===== src/rtl/pst_pkg.sv =====
// ****************************************************************
// Constants shared by the status and interrupt control bank
// ****************************************************************
`default_nettype none
package pst_pkg;

  // Management address and data widths
  localparam int unsigned ADDR_W = 5;
  localparam int unsigned DATA_W = 16;

  // Register offsets in management address space
  localparam logic [4:0] OFS_SUMMARY_PHY_STATUS = 5'h10; // Summary status, read only
  localparam logic [4:0] OFS_INTERRUPT_CONTROL = 5'h11; // Interrupt control
  localparam logic [4:0] OFS_EVENT_IRQ_STATUS = 5'h12; // Event status and enables

  // Summary status field positions
  localparam int unsigned SUM_LINK_BIT = 0;
  localparam int unsigned SUM_SPEED10_BIT = 1;
  localparam int unsigned SUM_DUPLEX_BIT = 2;
  localparam int unsigned SUM_LOOPBACK_BIT = 3;
  localparam int unsigned SUM_ANC_BIT = 4;
  localparam int unsigned SUM_JABBER_BIT = 5;
  localparam int unsigned SUM_IRQ_PEND_BIT = 7;

  // Interrupt control field positions and writable mask
  localparam int unsigned CTL_PIN_OE_BIT = 0;
  localparam int unsigned CTL_EVENT_EN_BIT = 1;
  localparam int unsigned CTL_TEST_IRQ_BIT = 2;
  localparam int unsigned CTL_W = 3;
  localparam logic [2:0] CTL_RESET = 3'h0;

  // Event numbering: status sits at bit EVT_STAT_LSB + n, enable at bit n
  localparam int unsigned EVT_N = 7;
  localparam int unsigned EVT_RXERR_HALF = 0;
  localparam int unsigned EVT_FCAR_HALF = 1;
  localparam int unsigned EVT_ANC = 2;
  localparam int unsigned EVT_DUPLEX = 3;
  localparam int unsigned EVT_SPEED = 4;
  localparam int unsigned EVT_LINK = 5;
  localparam int unsigned EVT_ENERGY = 6;
  localparam int unsigned EVT_STAT_LSB = 8;
  localparam logic [6:0] EVT_RESET = 7'h00;

  // Read value of an unmapped address
  localparam logic [15:0] RD_UNMAPPED = 16'h0000;

endpackage : pst_pkg
`default_nettype wire


===== src/rtl/pst_status_irq.sv =====
// Added by the designer: the strobed register port.
`timescale 1ns/10ps
`default_nettype none
// ****************************************************************
// Summary status, interrupt control and event status bank
// ****************************************************************
module pst_status_irq (
  input wire logic clk_i, // 50 MHz
  input wire logic reset_i, // Synchronous, active high
  // Register port
  input wire logic [pst_pkg::ADDR_W-1:0] reg_addr_i,
  input wire logic [pst_pkg::DATA_W-1:0] reg_wdata_i,
  input wire logic reg_write_i,
  input wire logic reg_read_i,
  output logic [pst_pkg::DATA_W-1:0] reg_rdata_o,
  // Live conditions from the transceiver core, same clock
  input wire logic jabber_i, // Basic status jabber flag
  input wire logic link_i, // Basic status link flag
  input wire logic an_complete_i,
  input wire logic loopback_i,
  input wire logic full_duplex_i, // From negotiation or forced mode
  input wire logic speed10_i, // From negotiation or forced mode
  input wire logic energy_i, // Energy detect state
  input wire logic fcar_half_i, // False carrier counter half full
  input wire logic rxerr_half_i, // Receive error counter half full
  // Shared power-down / interrupt pin, active low both ways
  input wire logic powerdown_irq_pin_i,
  output logic powerdown_irq_pin_o,
  output logic powerdown_irq_pin_oe_o,
  output logic powerdown_req_o // Power-down requested via the pin
);

  // ****************************************************************
  // Declarations
  // ****************************************************************
  logic [pst_pkg::CTL_W-1:0] ctrl_reg; // Interrupt control bits 2:0
  logic [pst_pkg::CTL_W-1:0] ctrl_next;
  logic [pst_pkg::EVT_N-1:0] evt_en_reg; // Per-event enables
  logic [pst_pkg::EVT_N-1:0] evt_en_next;
  logic [pst_pkg::EVT_N-1:0] evt_stat_reg; // Sticky event flags
  logic [pst_pkg::EVT_N-1:0] evt_stat_next;
  logic [5:0] prev_reg; // Previous levels for change detection
  logic [5:0] prev_next;
  logic [pst_pkg::EVT_N-1:0] evt_vec; // One-cycle event pulses
  logic irq_pend_reg; // Internal interrupt pending
  logic irq_pend_next;
  logic [pst_pkg::DATA_W-1:0] rdata_reg;
  logic [pst_pkg::DATA_W-1:0] rdata_next;
  logic pin_out_reg;
  logic pin_out_next;
  logic pin_oe_reg;
  logic pin_oe_next;
  logic pd_req_reg;
  logic pd_req_next;
  logic pin_sync; // Pin level after two flops
  logic evt_read; // Read of event status this cycle
  logic [1:0] half_reg; // Bit 1 false carrier, bit 0 receive error
  logic [1:0] half_next;

  // Address match used by both read and write decode
  function automatic logic hit(input logic [pst_pkg::ADDR_W-1:0] a,
                               input logic [4:0] ofs);
    hit = (a == ofs);
  endfunction

  // ****************************************************************
  // Pin synchroniser
  // ****************************************************************
  // Pin idles high, so a reset value of one avoids a false power-down
  pst_sync2 #(
    .WIDTH(1),
    .INIT(1'b1)
  ) u_pin_sync (
    .clk_i(clk_i),
    .reset_i(reset_i),
    .async_i(powerdown_irq_pin_i),
    .sync_o(pin_sync)
  );

  // ****************************************************************
  // Event detection
  // ****************************************************************
  // Level changes become one-cycle pulses; half-full and completion on rise
  always_comb begin
    prev_next = {energy_i, link_i, speed10_i, full_duplex_i, an_complete_i,
                 fcar_half_i ^ rxerr_half_i};
    evt_vec = '0;
    evt_vec[pst_pkg::EVT_ENERGY] = energy_i ^ prev_reg[5];
    evt_vec[pst_pkg::EVT_LINK] = link_i ^ prev_reg[4];
    evt_vec[pst_pkg::EVT_SPEED] = speed10_i ^ prev_reg[3];
    evt_vec[pst_pkg::EVT_DUPLEX] = full_duplex_i ^ prev_reg[2];
    evt_vec[pst_pkg::EVT_ANC] = an_complete_i & ~prev_reg[1];
    evt_vec[pst_pkg::EVT_FCAR_HALF] = fcar_half_i & ~half_reg[1];
    evt_vec[pst_pkg::EVT_RXERR_HALF] = rxerr_half_i & ~half_reg[0];
  end

  // Separate history for the two half-full flags, rising edge only
  always_comb begin
    half_next = {fcar_half_i, rxerr_half_i};
  end

  // ****************************************************************
  // Register next-state logic
  // ****************************************************************
  always_comb begin
    evt_read = reg_read_i & hit(reg_addr_i, pst_pkg::OFS_EVENT_IRQ_STATUS);
    ctrl_next = ctrl_reg;
    evt_en_next = evt_en_reg;
    // Writes land only in implemented bits; the rest is dropped
    if (reg_write_i) begin
      if (hit(reg_addr_i, pst_pkg::OFS_INTERRUPT_CONTROL)) begin
        ctrl_next = reg_wdata_i[pst_pkg::CTL_W-1:0];
      end else if (hit(reg_addr_i, pst_pkg::OFS_EVENT_IRQ_STATUS)) begin
        evt_en_next = reg_wdata_i[pst_pkg::EVT_N-1:0];
      end else begin
        // Summary status and unmapped addresses take no writes
      end
    end
    // Read clears pending flags, but a new event in that cycle still sets
    evt_stat_next = (evt_read ? '0 : evt_stat_reg) | evt_vec;
    // Pending is derived from the flags as they will stand
    irq_pend_next = ctrl_next[pst_pkg::CTL_TEST_IRQ_BIT]
                    | (ctrl_next[pst_pkg::CTL_EVENT_EN_BIT]
                       & (|(evt_stat_next & evt_en_next)));
  end

  // ****************************************************************
  // Read data
  // ****************************************************************
  // Summary status reads sample the live inputs, so reads never disturb them
  always_comb begin
    rdata_next = pst_pkg::RD_UNMAPPED;
    if (reg_read_i) begin
      if (hit(reg_addr_i, pst_pkg::OFS_SUMMARY_PHY_STATUS)) begin
        rdata_next[pst_pkg::SUM_JABBER_BIT] = jabber_i;
        rdata_next[pst_pkg::SUM_ANC_BIT] = an_complete_i;
        rdata_next[pst_pkg::SUM_LOOPBACK_BIT] = loopback_i;
        // Speed and duplex meaningful only with link; passed as given
        rdata_next[pst_pkg::SUM_DUPLEX_BIT] = full_duplex_i;
        rdata_next[pst_pkg::SUM_SPEED10_BIT] = speed10_i;
        rdata_next[pst_pkg::SUM_LINK_BIT] = link_i;
        rdata_next[pst_pkg::SUM_IRQ_PEND_BIT] = irq_pend_reg;
      end else if (hit(reg_addr_i, pst_pkg::OFS_INTERRUPT_CONTROL)) begin
        rdata_next[pst_pkg::CTL_W-1:0] = ctrl_reg;
      end else if (hit(reg_addr_i, pst_pkg::OFS_EVENT_IRQ_STATUS)) begin
        rdata_next[pst_pkg::EVT_STAT_LSB +: pst_pkg::EVT_N] = evt_stat_reg;
        rdata_next[pst_pkg::EVT_N-1:0] = evt_en_reg;
      end else begin
        // Unmapped address reads zero
      end
    end
  end

  // ****************************************************************
  // Shared pin
  // ****************************************************************
  // Pin is driven low for an interrupt; as an input, low asks for power-down
  always_comb begin
    pin_oe_next = ctrl_reg[pst_pkg::CTL_PIN_OE_BIT];
    pin_out_next = ~(ctrl_reg[pst_pkg::CTL_PIN_OE_BIT] & irq_pend_reg);
    // Own drive must not be read back as a power-down request
    pd_req_next = ~ctrl_reg[pst_pkg::CTL_PIN_OE_BIT] & ~pin_sync;
  end

  // ****************************************************************
  // State registers
  // ****************************************************************
  always_ff @(posedge clk_i) begin
    if (reset_i) begin
      ctrl_reg <= pst_pkg::CTL_RESET;
      evt_en_reg <= pst_pkg::EVT_RESET;
      evt_stat_reg <= pst_pkg::EVT_RESET;
      irq_pend_reg <= 1'b0;
      prev_reg <= '0;
      half_reg <= '0;
      rdata_reg <= pst_pkg::RD_UNMAPPED;
      pin_out_reg <= 1'b1;
      pin_oe_reg <= 1'b0;
      pd_req_reg <= 1'b0;
    end else begin
      ctrl_reg <= ctrl_next;
      evt_en_reg <= evt_en_next;
      evt_stat_reg <= evt_stat_next;
      irq_pend_reg <= irq_pend_next;
      prev_reg <= prev_next;
      half_reg <= half_next;
      rdata_reg <= rdata_next;
      pin_out_reg <= pin_out_next;
      pin_oe_reg <= pin_oe_next;
      pd_req_reg <= pd_req_next;
    end
  end

  assign reg_rdata_o = rdata_reg;
  assign powerdown_irq_pin_o = pin_out_reg;
  assign powerdown_irq_pin_oe_o = pin_oe_reg;
  assign powerdown_req_o = pd_req_reg;
endmodule // pst_status_irq
`default_nettype wire


===== src/rtl/pst_sync2.sv =====
`timescale 1ns/10ps
`default_nettype none
// ****************************************************************
// Two flip-flop synchroniser for levels arriving from a pin
// ****************************************************************
module pst_sync2 #(
  parameter int unsigned WIDTH = 1,
  parameter logic [WIDTH-1:0] INIT = '0
) (
  input wire logic clk_i,
  input wire logic reset_i,
  input wire logic [WIDTH-1:0] async_i,
  output logic [WIDTH-1:0] sync_o
);

  logic [WIDTH-1:0] meta_reg; // First stage, read only by second stage
  logic [WIDTH-1:0] sync_reg; // Second stage, safe to use
  logic [WIDTH-1:0] meta_next;
  logic [WIDTH-1:0] sync_next;

  // Next values of both stages
  always_comb begin
    meta_next = async_i;
    sync_next = meta_reg;
  end

  // Both stages load the reset level so the pin looks idle after reset
  always_ff @(posedge clk_i) begin
    if (reset_i) begin
      meta_reg <= INIT;
      sync_reg <= INIT;
    end else begin
      meta_reg <= meta_next;
      sync_reg <= sync_next;
    end
  end

  assign sync_o = sync_reg;

endmodule // pst_sync2
`default_nettype wire


===== config.mk =====
export PLATFORM = sky130hd
export DESIGN_NAME = pst_status_irq
export DESIGN_NICKNAME = d
export VERILOG_FILES = /design/src/rtl/pst_pkg.sv /design/src/rtl/pst_status_irq.sv /design/src/rtl/pst_sync2.sv
export SDC_FILE = /design/constraint.sdc
export NUM_CORES = 1
export LEC_CHECK = 0
export BUFFER_PORTS_ARGS = -buffer_cell sky130_fd_sc_hd__buf_2
export CORE_AREA = 2 2 78 50
export CTS_BUF_LIST = sky130_fd_sc_hd__clkbuf_8
export CTS_CLUSTER_DIAMETER = 80
export DETAILED_ROUTE_END_ITERATION = 7
export DIE_AREA = 0 0 80 52
export GPL_ROUTABILITY_DRIVEN = 0
export PLACE_DENSITY = 0.79
export SYNTH_ARGS = -nofsm -noshare
export SYNTH_HDL_FRONTEND = slang
export SYNTH_SLANG_ARGS = --single-unit

===== constraint.sdc =====
create_clock -name clk_i -period 1.9 [get_ports clk_i]
set_clock_uncertainty 0.15 [all_clocks]
set_input_delay 0.095 -clock clk_i [delete_from_list [all_inputs] [get_ports clk_i]]
set_output_delay 0.095 -clock clk_i [all_outputs]
set_load 0.01 [all_outputs]

==> flow_metrics.env <==
export IMPL_status="finished clean"
export IMPL_p_leak_nw=1.00
export IMPL_yosysTopAreaCell="dfxtp_1"
export IMPL_clockPowerShare_pct=33.4
export IMPL_dr_first_iter_drc_count=60
export IMPL_hold_viol_final=0
export IMPL_root_buffer="clkbuf_8"
export IMPL_path_class="in2reg"
export IMPL_global_route_usage_met1_pct=25.9
export IMPL_setup_viol=0
export IMPL_fmax_ghz=0.552
export IMPL_io_buffers=43
export IMPL_maxCapViolCount=0
export IMPL_ys_seq_elements=45
export IMPL_finalCritPeriodShare_pct=95.4
export IMPL_cts_sinks=45
export IMPL_viasPerCell=5.00
export IMPL_routed_wl_mm=3.88
export IMPL_grt_busiest_layer="met2"
export IMPL_synthesis_area_sq_mm=0.00173
export IMPL_htreeDepth=2
export IMPL_async_flop_share_pct=0
export IMPL_dp_hpwl_mm=2.79
export IMPL_firstDrtPassIters=4
export IMPL_antenna_left=0
export IMPL_cp_start_kind="input port"
export IMPL_antenna_cells=0
export IMPL_slew_violations=0
export IMPL_use_met3_pct=5.21
export IMPL_synthTopCellsByArea="dfxtp_1, and2_1, a22oi_1"
export IMPL_synthFlopType="dfxtp_1"
export IMPL_period_needed_ns=1.81
export IMPL_clock_latency_ns=0.30
export IMPL_postSynthNetCount=199
export IMPL_clk_pin_slew_ns=0.08
export IMPL_postCtsSetupBuffers=0
export IMPL_ir_drop_mv=0.571
export IMPL_arrival_ns=1.85
export IMPL_met2_usage_pct=33.5
export IMPL_timing_setup_tns_ns=0
export IMPL_clockBufferDepth=2
export IMPL_grt_pass1_wl_mm=6.20
export IMPL_synth_top_area_share_pct=52.1
export IMPL_avgSynthCellArea_sq_um=10.5
export IMPL_die_height_microns=52
export IMPL_initial_core_util_pct=49.6
export IMPL_io_pin_count=54
export IMPL_die_area_sq_mm=0.00416
export IMPL_p_sw_share_pct=22.6
export IMPL_grt_max_degree=16
export IMPL_post_route_util_pct=66.5
export IMPL_synth_cells=164
export IMPL_wire_per_inst_microns=13.7
export IMPL_cts_tree="done"
export IMPL_powerDensity_mw_per_mm2=749
export IMPL_drc_errors=0
export IMPL_die_w_microns=80
export IMPL_area_growth_synth_to_final_pct=34.2
export IMPL_synth_edf_count=0
export IMPL_final_nets=272
export IMPL_whs_ns=0.0440
export IMPL_hp_class="in2reg"
export IMPL_synth_seq_area_share_pct=52.1
export IMPL_ys_top_cells_by_count="dfxtp_1, and2_1, nor2_1"
export IMPL_worstPathRequired_ns=1.94
export IMPL_fp_coreArea_sq_mm=0.00349
export IMPL_numCtsBuffers=5
export IMPL_end_kind="flip-flop"
export IMPL_largest_reg_flops=15
export IMPL_drive_above_1_share_pct=31.6
export IMPL_p_seq_share_pct=56.2
export IMPL_synth_cell_types=39
export IMPL_intPower_mw=1.35
export IMPL_row_count=17
export IMPL_pwr_share_comb_pct=10.3
export IMPL_ys_warnings_count=0
export IMPL_antenna_found_initial=0
export IMPL_vias=1421
export IMPL_grt_overflow_total=0
export IMPL_grt_usage_pct=20.4
export IMPL_rsz0062_at_grt="no"
export IMPL_synth_most_common_cell="dfxtp_1"
export IMPL_switchingPower_uw=393
export IMPL_crit_fanout=3
export IMPL_grt_pass1_vias=1353
==> routing by layer <==
layer | wire length, microns | part of all wire, %
met1 | 1780 | 46
met2 | 1780 | 46
met3 | 256 | 6.6
met4 | 62 | 1.6
met5 | 0 | 0
==> worst max-delay path, stage by stage <==
cell and delay, ns:
buf_2 0.10, buf_4 0.13, nor4b_2 0.36, and3_1 0.34
mux2i_1 0.22, nor2_1 0.05, dlygate4sd3_1 0.55
==> path summary, 6_finish.rpt <==
| check | startpoint | to | slack [ns] | depth (start not counted) |
|---|---|---|---|---|
| setup / recovery | reg_addr_i[3] | ctrl_reg[0] | 0.09 | 7 |
| hold / removal | reg_wdata_i[1] | ctrl_reg[1] | 0.04 | 3 |
| setup reg to reg | prev_reg[5] | irq_pend_reg | 0.45 | 4 |
| hold reg to reg | u_pin_sync.sync_o | powerdown_req_o | 0.25 | 1 |
==> final cells by class <==
type / count / area (sq um)
clock inverters: 1 / 3.75
flip-flops and latches: 45 / 901
fillers: 304 / 1170
multi-input cells: 109 / 774
clock buffers: 6 / 82.6
inverters: 4 / 15.0
repair buffers: 72 / 485
well taps: 47 / 58.8
==> placed cells by master (no fill, tap or decap), types with 3 or more instances in the layout <==
master	n
nand2_1	5
buf_2	43
a21oi_1	9
clkbuf_8	6
dlygate4sd3_1	21
nor2b_1	8
nor2_1	12
dfxtp_1	45
nand3_1	5
o21ai_0	3
o21ai_1	3
and2_1	12
buf_4	8
o21ai_2	3
a22oi_1	8
nand2b_1	5
inv_1	5
nor3_1	6
xnor2_1	3
==> power groups by stage <==
stage          Sequential [mW]  Combinational, mW  Clock [mW]
2_1_floorplan            0.999             0.0838           0
3_3_place_gp              1.00              0.143           0
3_5_place_dp              1.00              0.146           0
4_1_cts                  0.978              0.178       0.597
5_1_grt                  0.981              0.197       0.638
6_report                 0.978              0.179       0.582
==> kinds of logic (layout without fill, tap and decap cells) <==
family	Yosys count	in the layout	share of synthesized area (%)
simple gates	64	64	22.4
flops	45	45	52.1
other cells	1	1	0.217
buf+inv	10	83	3.11
xor+xnor	4	4	2.03
compound gates	35	35	16.9
mux	5	5	3.26
==> stage by stage <==
step	setup slack (ns)	std cells	power, mW	cell area [sq um]
3_3_place_gp	0.0335	256	1.14	2020
3_5_place_dp	-0.0216	256	1.15	2020
4_1_cts	0.0938	284	1.75	2320
2_1_floorplan	0.168	164	1.08	1730
5_1_grt	0.0306	284	1.82	2320
6_report	0.0881	284	1.74	2320
==> repair_timing <==
action	4_1_cts	5_1_grt
gates resized for setup	0	0
hold buffers	21	0
endpoints found under the hold margin	24	0
No activity file was read; power rests on OpenSTA's default activity.
